===== src/dcwa_defs.svh =====
`ifndef DCWA_DEFS_SVH
`define DCWA_DEFS_SVH

// ----------------------------------------------------------------
// Register indices (byte address is four times the index)
// ----------------------------------------------------------------
`define DCWA_IDX_CFG2 4'h2
`define DCWA_IDX_ALERT 4'h3
`define DCWA_IDX_LOW 4'h4
`define DCWA_IDX_HIGH 4'h5
`define DCWA_IDX_IRQ_STAT 4'h6
`define DCWA_IDX_IRQ_CLR 4'h7
`define DCWA_IDX_IRQ_EN 4'h8

// ----------------------------------------------------------------
// Field layout
// ----------------------------------------------------------------
`define DCWA_TAG_HI 15
`define DCWA_TAG_LO 12
`define DCWA_SDO_BIT 8
`define DCWA_BIT_A_UNDER 0
`define DCWA_BIT_A_OVER 1
`define DCWA_BIT_B_UNDER 4
`define DCWA_BIT_B_OVER 5
`define DCWA_FLAG_MASK 6'h33

// ----------------------------------------------------------------
// Reset values and commands
// ----------------------------------------------------------------
`define DCWA_LOW_RST 12'h800
`define DCWA_HIGH_RST 12'h7ff
`define DCWA_LO_PAD 4'h0
`define DCWA_HI_PAD 4'hf
`define DCWA_SOFT_RST 8'h3c
`define DCWA_HARD_RST 8'hff

`endif


===== src/dcwa_pkg.sv =====
package dcwa_pkg;
`include "dcwa_defs.svh"

    typedef struct packed {
        logic valid;
        logic [15:0] res_a;
        logic [15:0] res_b;
    } dcwa_conv_s;

    typedef struct packed {
        logic psel;
        logic penable;
        logic pwrite;
        logic [11:0] paddr;
        logic [31:0] pwdata;
    } dcwa_apb_req_s;

    typedef logic [5:0] dcwa_flags_t;

    typedef struct packed {
        logic [11:0] lower;
        logic [11:0] upper;
        logic sdo;
        dcwa_flags_t flags;
        dcwa_flags_t rd_mask;
        logic [31:0] rdata;
    } dcwa_state_s;

    typedef struct packed {
        dcwa_flags_t stat;
        dcwa_flags_t en;
    } dcwa_irq_state_s;

    function automatic logic [15:0] dcwa_widen_lo(input logic [11:0] f);
        return {f, `DCWA_LO_PAD};
    endfunction

    function automatic logic [15:0] dcwa_widen_hi(input logic [11:0] f);
        return {f, `DCWA_HI_PAD};
    endfunction
endpackage


===== src/dcwa_irq.sv =====
`timescale 1ns/10ps
`include "dcwa_defs.svh"
module dcwa_irq (
    input wire logic clk_sys_i,
    input wire logic reset_n_i,
    input wire dcwa_pkg::dcwa_flags_t evt_i,
    input wire logic clr_we_i,
    input wire logic en_we_i,
    input wire dcwa_pkg::dcwa_flags_t wdata_i,
    output dcwa_pkg::dcwa_flags_t stat_o,
    output dcwa_pkg::dcwa_flags_t en_o,
    output logic irq_o
);
    import dcwa_pkg::*;

    dcwa_irq_state_s st_ff;
    dcwa_irq_state_s nxt_st;

    always_comb begin
        nxt_st = st_ff;
        // New events win over a clear in the same cycle
        nxt_st.stat = (st_ff.stat & ~(clr_we_i ? wdata_i : '0)) | evt_i;
        if (en_we_i) begin
            nxt_st.en = wdata_i & `DCWA_FLAG_MASK;
        end
    end

    always_ff @(posedge clk_sys_i or negedge reset_n_i) begin
        if (!reset_n_i) begin
            st_ff <= '0;
        end else begin
            st_ff <= nxt_st;
        end
    end

    assign stat_o = st_ff.stat;
    assign en_o = st_ff.en;
    assign irq_o = |(st_ff.stat & st_ff.en);
endmodule


===== src/dcwa_win_cmp.sv =====
`timescale 1ns/10ps
module dcwa_win_cmp (
    input wire logic valid_i,
    input wire logic [15:0] result_i,
    input wire logic [11:0] lower_i,
    input wire logic [11:0] upper_i,
    output logic under_o,
    output logic over_o
);
    import dcwa_pkg::*;

    always_comb begin
        under_o = valid_i && (result_i < dcwa_widen_lo(lower_i));
        over_o = valid_i && (result_i > dcwa_widen_hi(upper_i));
    end
endmodule


===== src/dcwa_window_alert.sv =====
// Functional notes
// - A channel A result above the upper limit sets the channel A over flag.
// - A channel A result below the lower limit sets the channel A under flag at bit 0.
// - Limit flags are sticky and clear only when software reads the alert register or writes the soft (0x3c) or hard (0xff) reset command.
// - The 12-bit lower field is widened to 16 bits with a low nibble of zero.
// - The 12-bit upper field is widened to 16 bits with a low nibble of all ones.
// - The lower check alerts for results below the widened lower limit only.
// - The upper check alerts for results above the widened upper limit only.
// - Bits 15 to 12 of every register word carry that register's own index.
// - The lower-limit register at index 4 resets to 0x0800.
// - The upper-limit register at index 5 resets to 0x07ff.
// - A channel B over flag sits at bit 5 and is sticky and clear-on-read.
// - A channel B under flag is set by channel B results and is sticky until read.
// - Writing 0x3c to the reset field clears all alert flags and keeps the limits.
//
// Added by the designer: the APB interface to the registers.
`timescale 1ns/10ps
`include "dcwa_defs.svh"
module dcwa_window_alert (
    input wire logic clk_sys_i,
    input wire logic reset_n_i,
    input wire dcwa_pkg::dcwa_apb_req_s apb_i,
    output logic pready_o,
    output logic pslverr_o,
    output logic [31:0] prdata_o,
    input wire dcwa_pkg::dcwa_conv_s conv_i,
    output logic sdo_one_wire_o,
    output logic irq_o
);
    import dcwa_pkg::*;

    // ----------------------------------------------------------------
    // Declarations
    // ----------------------------------------------------------------
    dcwa_state_s st_ff;
    dcwa_state_s nxt_st;
    logic a_under;
    logic a_over;
    logic b_under;
    logic b_over;
    dcwa_flags_t set_vec;
    dcwa_flags_t irq_stat;
    dcwa_flags_t irq_en;
    logic [3:0] idx;
    logic addr_ok;
    logic ro_reg;
    logic tag_ok;
    logic setup;
    logic access;
    logic err;
    logic wr;
    logic rd_alert;
    logic cfg_wr;
    logic soft_rst;
    logic hard_rst;
    logic irq_clr_we;
    logic irq_en_we;
    logic [31:0] rd_val;

    // ----------------------------------------------------------------
    // Window comparators, one per channel
    // ----------------------------------------------------------------
    dcwa_win_cmp u_cmp_a (
        .valid_i(conv_i.valid),
        .result_i(conv_i.res_a),
        .lower_i(st_ff.lower),
        .upper_i(st_ff.upper),
        .under_o(a_under),
        .over_o(a_over)
    );

    dcwa_win_cmp u_cmp_b (
        .valid_i(conv_i.valid),
        .result_i(conv_i.res_b),
        .lower_i(st_ff.lower),
        .upper_i(st_ff.upper),
        .under_o(b_under),
        .over_o(b_over)
    );

    always_comb begin
        set_vec = '0;
        set_vec[`DCWA_BIT_A_UNDER] = a_under;
        set_vec[`DCWA_BIT_A_OVER] = a_over;
        set_vec[`DCWA_BIT_B_UNDER] = b_under;
        set_vec[`DCWA_BIT_B_OVER] = b_over;
    end

    // ----------------------------------------------------------------
    // APB decode
    // ----------------------------------------------------------------
    assign idx = apb_i.paddr[5:2];
    assign setup = apb_i.psel && !apb_i.penable;
    assign access = apb_i.psel && apb_i.penable;

    always_comb begin
        addr_ok = (apb_i.paddr[1:0] == 2'h0) && (apb_i.paddr[11:6] == 6'h00)
            && (idx >= `DCWA_IDX_CFG2) && (idx <= `DCWA_IDX_IRQ_EN);
        ro_reg = (idx == `DCWA_IDX_ALERT) || (idx == `DCWA_IDX_IRQ_STAT);
        // A write whose tag names another register is refused
        tag_ok = (apb_i.pwdata[`DCWA_TAG_HI:`DCWA_TAG_LO] == idx);
        err = access && (!addr_ok || (apb_i.pwrite && (ro_reg || !tag_ok)));
        wr = access && apb_i.pwrite && !err;
        rd_alert = access && !apb_i.pwrite && !err && (idx == `DCWA_IDX_ALERT);
        cfg_wr = wr && (idx == `DCWA_IDX_CFG2);
        soft_rst = cfg_wr && (apb_i.pwdata[7:0] == `DCWA_SOFT_RST);
        hard_rst = cfg_wr && (apb_i.pwdata[7:0] == `DCWA_HARD_RST);
        irq_clr_we = wr && (idx == `DCWA_IDX_IRQ_CLR);
        irq_en_we = wr && (idx == `DCWA_IDX_IRQ_EN);
    end

    // Zero wait states: every access phase completes at once
    assign pready_o = 1'b1;
    assign pslverr_o = err;

    // ----------------------------------------------------------------
    // Read mux, sampled in the setup cycle
    // ----------------------------------------------------------------
    always_comb begin
        rd_val = '0;
        case (idx)
            `DCWA_IDX_CFG2: begin
                rd_val[`DCWA_SDO_BIT] = st_ff.sdo;
            end
            `DCWA_IDX_ALERT: begin
                rd_val[5:0] = st_ff.flags;
            end
            `DCWA_IDX_LOW: begin
                rd_val[11:0] = st_ff.lower;
            end
            `DCWA_IDX_HIGH: begin
                rd_val[11:0] = st_ff.upper;
            end
            `DCWA_IDX_IRQ_STAT: begin
                rd_val[5:0] = irq_stat;
            end
            `DCWA_IDX_IRQ_EN: begin
                rd_val[5:0] = irq_en;
            end
            default: begin
                rd_val = '0;
            end
        endcase
        if (addr_ok) begin
            rd_val[`DCWA_TAG_HI:`DCWA_TAG_LO] = idx;
        end else begin
            rd_val = '0;
        end
    end

    // ----------------------------------------------------------------
    // State update
    // ----------------------------------------------------------------
    always_comb begin
        nxt_st = st_ff;
        if (setup) begin
            nxt_st.rdata = rd_val;
            nxt_st.rd_mask = rd_val[5:0];
        end
        // Only the bits software actually saw are cleared by the read,
        // so an event landing between setup and access is not lost
        nxt_st.flags = st_ff.flags & ~(rd_alert ? st_ff.rd_mask : '0);
        if (soft_rst || hard_rst) begin
            nxt_st.flags = '0;
        end
        // A new event always wins over any clear
        nxt_st.flags = nxt_st.flags | set_vec;
        if (wr && (idx == `DCWA_IDX_LOW)) begin
            nxt_st.lower = apb_i.pwdata[11:0];
        end
        if (wr && (idx == `DCWA_IDX_HIGH)) begin
            nxt_st.upper = apb_i.pwdata[11:0];
        end
        if (cfg_wr && !soft_rst) begin
            nxt_st.sdo = apb_i.pwdata[`DCWA_SDO_BIT];
        end
        if (hard_rst) begin
            nxt_st.lower = `DCWA_LOW_RST;
            nxt_st.upper = `DCWA_HIGH_RST;
            nxt_st.sdo = 1'b0;
        end
    end

    always_ff @(posedge clk_sys_i or negedge reset_n_i) begin
        if (!reset_n_i) begin
            st_ff.lower <= `DCWA_LOW_RST;
            st_ff.upper <= `DCWA_HIGH_RST;
            st_ff.sdo <= 1'b0;
            st_ff.flags <= '0;
            st_ff.rd_mask <= '0;
            st_ff.rdata <= '0;
        end else begin
            st_ff <= nxt_st;
        end
    end

    assign prdata_o = st_ff.rdata;
    assign sdo_one_wire_o = st_ff.sdo;

    // ----------------------------------------------------------------
    // Interrupt status, clear and enable
    // ----------------------------------------------------------------
    dcwa_irq u_irq (
        .clk_sys_i(clk_sys_i),
        .reset_n_i(reset_n_i),
        .evt_i(set_vec),
        .clr_we_i(irq_clr_we),
        .en_we_i(irq_en_we),
        .wdata_i(apb_i.pwdata[5:0]),
        .stat_o(irq_stat),
        .en_o(irq_en),
        .irq_o(irq_o)
    );

    logic first_ff;
    always_ff @(posedge clk_sys_i or negedge reset_n_i) begin
        if (!reset_n_i) begin
            first_ff <= 1'b1;
        end else begin
            first_ff <= 1'b0;
        end
    end
endmodule

===== config.mk =====
export PLATFORM = sky130hd
export DESIGN_NAME = dcwa_window_alert
export DESIGN_NICKNAME = d
export VERILOG_FILES = /design/src/dcwa_pkg.sv /design/src/dcwa_irq.sv /design/src/dcwa_win_cmp.sv /design/src/dcwa_window_alert.sv
export VERILOG_INCLUDE_DIRS = /design/src /design/src/src
export SDC_FILE = /design/constraint.sdc
export NUM_CORES = 1
export LEC_CHECK = 0
export BUFFER_PORTS_ARGS = -buffer_cell sky130_fd_sc_hd__buf_2
export CAP_MARGIN = 40
export CORE_MARGIN = 4
export CORE_UTILIZATION = 53
export DETAILED_ROUTE_END_ITERATION = 10
export PLACE_DENSITY = 0.81
export SYNTH_ARGS = -nofsm -noshare
export SYNTH_HDL_FRONTEND = slang
export SYNTH_SLANG_ARGS = --single-unit

===== constraint.sdc =====
create_clock -name clk_sys_i -period 2.2 [get_ports clk_sys_i]
set_input_delay 0.33 -clock clk_sys_i [delete_from_list [all_inputs] [get_ports clk_sys_i]]
set_output_delay 0.33 -clock clk_sys_i [all_outputs]
set_load 0.03 [all_outputs]

Yosys cells after proc, flatten, opt, wreduce, memory -nomap -nowiden
Cells that the tools add are included.
{"block": "word_totals", "ff_bits": 63, "in_bits": 82, "out_inout_bits": 36, "wordCells": 84}
{"block": "op_classes", "magnitude_cmp": 6, "n_eq_ne": 10, "mux": 13, "bitwise": 7, "n_reduce_logical": 40}
{"operator": "$mux W12", "count": 3}
{"operator": "$gt A16 B16 Y1", "count": 2}
{"operator": "$lt A16 B16 Y1", "count": 2}
{"operator": "$pmux W6 S5", "count": 1}
{"operator": "$mux W25", "count": 1}
{"operator": "$logic_and A1 B1 Y1", "count": 24}
{"operator": "$and A6 B6 Y6", "count": 3}
{"operator": "$mux W6", "count": 3}
{"operator": "$eq A4 B3 Y1 const B", "count": 4}
{"operator": "$not A6 Y6", "count": 2}
{"operator": "$or A6 B6 Y6", "count": 2}
{"operator": "$eq A4 B2 Y1 const B", "count": 2}
{"operator": "$eq A8 B6 Y1 const B", "count": 1}
{"operator": "$eq A8 B8 Y1 const B", "count": 1}
{"operator": "$logic_not A1 Y1", "count": 6}
{"operator": "$logic_not A6 Y1", "count": 1}
{"operator": "$pmux W3 S2", "count": 1}
{"operator": "$reduce_bool A2 Y1", "count": 3}
{"operator": "$reduce_or A6 Y1", "count": 1}
{"operator": "$eq A4 B4 Y1", "count": 1}
{"operator": "$eq A4 B4 Y1 const B", "count": 1}
{"operator": "$ge A4 B2 Y1 const B", "count": 1}
{"operator": "$le A4 B4 Y1 const B", "count": 1}
{"operator": "$logic_or A1 B1 Y1", "count": 4}
{"operator": "other kinds (5)", "count": 5}

Depth between registers and ports, before layout
{"block": "depth", "word_depth": 15, "mapped_depth": 9, "mapped_depth_nobuf": 7}

Cells and area by module
Synthesis repeated with hierarchy kept, for this count alone.
{"block": "unflattened", "hier_cells": 453, "area_unflattened_um2": 4256.6}
{"mod": "dcwa_window_alert", "instances": 1, "cells_per_inst": 257, "area_per_inst_um2": 2672.6, "seq_area_each_um2": 1191.1}
{"mod": "dcwa_win_cmp", "instances": 2, "cells_per_inst": 82, "area_per_inst_um2": 591.8, "seq_area_each_um2": 0.0}
{"mod": "dcwa_irq", "instances": 1, "cells_per_inst": 32, "area_per_inst_um2": 400.4, "seq_area_each_um2": 250.2}

Least setup slack after synthesis
Ideal clock, no wire load.
{"block": "synth_timing", "kind": "input port to flip-flop", "from": "in apb_i[37] (netlist name)", "to": "reg u_irq.st_ff (netlist bit u_irq.en_o[0])", "t_arrival_ns": 1.850, "required_ns": 2.075, "path_slack_ns": 0.225, "path_stages": 6, "n_path_buf": 1, "cell_sequence": "buf_6 -> or4_1 -> o41ai_2 -> o21ai_0 -> nor2_1 -> mux2_2"}
{"block": "synth_via", "elab_chain_cells": 9, "word_cells_on_any_way": 18}
{"element": "start, declared", "line": "dcwa_window_alert.sv:22", "rtl": "input wire dcwa_pkg::dcwa_apb_req_s apb_i,"}
{"element": "$ge A4 B2 Y1 (no line) (tied with other cells)"}
{"element": "$logic_and A1 B1 Y1 (tied with other cells)", "line": "dcwa_window_alert.sv:97", "rtl": "addr_ok = (apb_i.paddr[1:0] == 2'h0) && (apb_i.paddr[11:6] == 6'h00)"}
{"element": "$logic_and A1 B1 Y1 / $logic_or A1 B1 Y1 (equally long branches)", "line": "dcwa_window_alert.sv:97, dcwa_window_alert.sv:102"}
{"element": "$logic_not A1 Y1 / $logic_and A1 B1 Y1 (equally long branches)", "line": "dcwa_window_alert.sv:102", "rtl": "err = access && (!addr_ok || (apb_i.pwrite && (ro_reg || !tag_ok)));"}
{"element": "$logic_or A1 B1 Y1", "line": "dcwa_window_alert.sv:102"}
{"element": "$logic_and A1 B1 Y1", "line": "dcwa_window_alert.sv:102"}
{"element": "$logic_not A1 Y1", "line": "dcwa_window_alert.sv:103", "rtl": "wr = access && apb_i.pwrite && !err;"}
{"element": "$logic_and A1 B1 Y1", "line": "dcwa_window_alert.sv:103"}
{"element": "$logic_and A1 B1 Y1 (*)", "line": "dcwa_window_alert.sv:109", "rtl": "irq_en_we = wr && (idx == `DCWA_IDX_IRQ_EN);"}
{"element": "end signal, assigned", "line": "dcwa_irq.sv:32", "rtl": "st_ff <= nxt_st;"}
{"element": "end, declared", "line": "dcwa_irq.sv:16", "rtl": "dcwa_irq_state_s st_ff;"}
Every way passes the cells marked *; elsewhere a longest branch is shown, timed or not.
A chain may end at the register's enable or synchronous reset.

==> impl_metrics.py <==
metrics = {
    "critical_path": {
        "cpPeakStageDelay_ns": 0.56,
        "critPathLaunchType": "register",
        "arrival_ns": 2.37,
        "path_depth": 6,
        "cp.buffers_inverters": 1,
        "crit_slowest_cell": "o41ai_1",
        "path_class": "reg2reg",
        "ff2ff_path_depth": 6,
        "critPathTopFamily": "compound AO/OA/AOI/OAI gates",
        "cp-end-kind": "register",
        "path_cells": "inv_1, ha_1, nand4_1, o41ai_1, a21oi_2, a31o_2",
        "ff2ff_setup_slack_ns": 0.06,
        "crit_required_ns": 2.43,
        "path_max_fanout": 3,
    },
    "synth": {
        "ys_async_sr_fraction_pct": 100,
        "synth_edf_count": 0,
        "syn_inst": 458,
        "yosysMostFrequentCell": "ha_1",
        "ys_seq_area_share_pct": 34.0,
        "synth_common_cells": "ha_1 (46), dfrtp_1 (45), nand2_1 (42), nor2_1 (40), buf_4 (36)",
        "ys_types": 56,
        "yosysTopAreaCell": "dfrtp_1",
        "synth_top_area_share_pct": 26.5,
        "ys.flop_type": "dfrtp_1",
        "avgSynthCellArea_sq_um": 9.27,
        "synth_area_sq_um": 4250,
        "synth_warnings": 0,
        "synth_seq_cells": 57,
        "synth_area_leaders": "dfrtp_1 (27%), ha_1 (14%), dfstp_2 (7.4%)",
    },
    "grt": {
        "grt_pass1_wl_mm": 17.3,
        "grt_max_degree": 58,
        "grt_overflow": 0,
        "antenna_found_initial": 0,
        "grt_usage_pct": 22.8,
        "first_global_vias": 3600,
    },
    "clocking": {
        "htreeDepth": 3,
        "cts_buffers": 9,
        "cts_root_buffer": "clkbuf_8",
        "ctsHoldBuffers": 0,
        "cts_sinks": 57,
        "cts_tree": "built",
        "path_clk_slew_ns": 0.07,
        "clock_path_buffers": 2,
        "insertion_delay_ns": 0.34,
    },
    "run": {
        "cap_violations": 0,
    },
    "run_status": {
        "status": "complete, no violations",
    },
    "sta": {
        "period_needed_ns": 2.14,
        "fmax_mhz": 468,
        "setup_ws_ns": 0.0612,
        "finalHoldViolCount": 0,
        "finalSetupViolCount": 0,
        "clock_skew_ns": 0.0105,
        "drv_slew": 0,
        "setup_tns_ns": 0,
        "fin_crit_sh_pct": 97.2,
        "max_slew_margin_pct": 53.3,
        "tightest_slew_ns": 0.701,
    },
    "power": {
        "seqPwrFrac_pct": 44.5,
        "p_sw_share_pct": 27.0,
        "p_leak_nw": 2.46,
        "power_switching_mw": 0.637,
        "ir_drop_mv": 0.376,
        "comb_power_share_pct": 14.5,
        "powerDensity_nw_per_um2": 488,
        "intPower_mw": 1.72,
        "clkPwrFrac_pct": 41.0,
    },
    "drt": {
        "wire_per_inst_um": 17.3,
        "firstDrtPassIters": 5,
        "via_count": 3744,
        "viasPerCell": 5.83,
        "finalWirelength_mm": 11.1,
        "drc": 0,
        "drtIter0Drc": 309,
        "ant_nets": 0,
    },
    "floorplan": {
        "die_h_um": 97.5,
        "rows": 32,
        "die_w_um": 97.5,
        "core_region_area_sq_um": 7770,
        "ios": 118,
        "start_util_pct": 54.7,
        "dieArea_sq_um": 9510,
    },
    "place": {
        "port_buffers": 84,
        "dp_hpwl_mm": 8.85,
        "place.gp.congestion": 0.916,
        "post-place-ws_ns": 0.00528,
    },
    "finish": {
        "layout-drive-gt1-share_pct": 26.1,
        "area_delta_synth_final_pct": 13.9,
        "diodes": 0,
        "fin_nets": 663,
    },
    "min_path": {
        "hold_path.class": "in2async",
    },
}
==> per-stage QoR <==
| stage | area (sq um) | utilization [%] | power, mW | hold slack (ns) | cells |
|---|---|---|---|---|---|
| 3_3_place_gp | 4640 | 59.7 | 1.39 | 0.445 | 626 |
| 2_1_floorplan | 4300 | - | 1.27 | 0.0344 | 473 |
| 5_1_grt | 4840 | 62.3 | 2.47 | 0.174 | 642 |
| 4_1_cts | 4830 | 62.2 | 2.37 | 0.140 | 642 |
| 3_5_place_dp | 4640 | 59.7 | 1.40 | 0.454 | 626 |
| 6_report | 4840 | 62.3 | 2.36 | 0.105 | 642 |
==> path summary, 6_finish.rpt <==
kind / start / end
hold / removal: reset_n_i / prdata_o[15]
min in group clk_sys_i: apb_i[9] / st_ff[54]
setup / recovery: st_ff[50] / st_ff[39]
hold reg to reg: prdata_o[14] / prdata_o[14]
setup reg to reg: st_ff[50] / st_ff[39]
max in group asynchronous: reset_n_i / u_irq.stat_o[3]
==> layer usage <==
metal  up-vias  global-route usage, %  part of all wire [%]
met1      1765                   28.1                    41
met3        32                   6.25                   7.5
li1       1767                      -                     -
met4         0                   8.09                   2.8
met5         -                      0                     0
met2       180                   38.1                    49
==> cells in the final DEF, fill, tap and decap left out, types with 3 or more instances in the layout <==
cell / synthesis / final
buf_2: 3 / 84
ha_1: 46 / 46
dfrtp_1: 45 / 45
nand2_1: 42 / 42
nor2_1: 40 / 40
inv_1: 30 / 30
o21ai_0: 25 / 25
mux2i_1: 17 / 17
conb_1: 2 / 17
a21oi_1: 15 / 14
nand3_1: 13 / 13
a211o_1: 13 / 13
buf_4: 36 / 13
dfstp_2: 12 / 12
nand4_1: 11 / 11
a21o_1: 10 / 10
clkbuf_8: 0 / 10
and3_1: 8 / 8
a22oi_1: 8 / 8
nand2b_1: 6 / 6
a221oi_1: 6 / 6
mux2_2: 5 / 5
xor2_1: 4 / 4
o211ai_1: 4 / 4
o22ai_1: 4 / 4
o2111a_2: 3 / 3
nor2b_1: 3 / 3
buf_12: 0 / 3
==> sequential cells by signal, indices dropped and copies added (netlist names) <==
register,count
u_irq.en_o,4
sdo_one_wire_o,1
st_ff,35
u_irq.stat_o,6
prdata_o,11
==> cell families (layout without fill, tap and decap cells) <==
| logic type | count (synthesis) | after routing | share of synthesized area [%] |
|---|---|---|---|
| AO/OA/AOI/OAI | 108 | 108 | 18.4 |
| XOR/XNOR | 5 | 5 | 1.03 |
| adder cells (fa/ha/maj) | 46 | 46 | 13.6 |
| buffers and inverters | 79 | 146 | 11.4 |
| flip-flops | 57 | 57 | 34.0 |
| multiplexers | 22 | 22 | 5.33 |
| other | 2 | 17 | 0.177 |
| AND/OR/NAND/NOR | 139 | 139 | 16.2 |
==> final cells by class <==
class | instances | area, sq um
Inverter | 30 | 113
Clock buffer | 11 | 141
Timing Repair Buffer | 100 | 578
Multi-Input combinational cell | 337 | 2380
Fill cell | 672 | 2930
Clock inverter | 5 | 55.1
Sequential cell | 57 | 1440
Tap cell | 102 | 128
==> power groups by stage <==
stage / combinational (mW) / clock [mW] / sequential [mW]
6_report: 0.342 / 0.968 / 1.05
2_1_floorplan: 0.203 / 0 / 1.07
5_1_grt: 0.377 / 1.05 / 1.05
3_3_place_gp: 0.323 / 0 / 1.07
3_5_place_dp: 0.336 / 0 / 1.07
4_1_cts: 0.337 / 0.981 / 1.05
==> timing repair <==
item | 4_1_cts | 5_1_grt
setup endpoints to repair | 0 | 1
buffers inserted | 0 | 0
gates resized for setup | 0 | 1
hold endpoints to repair | 0 | 0
Note: power is estimated with default switching activity, not from simulation.
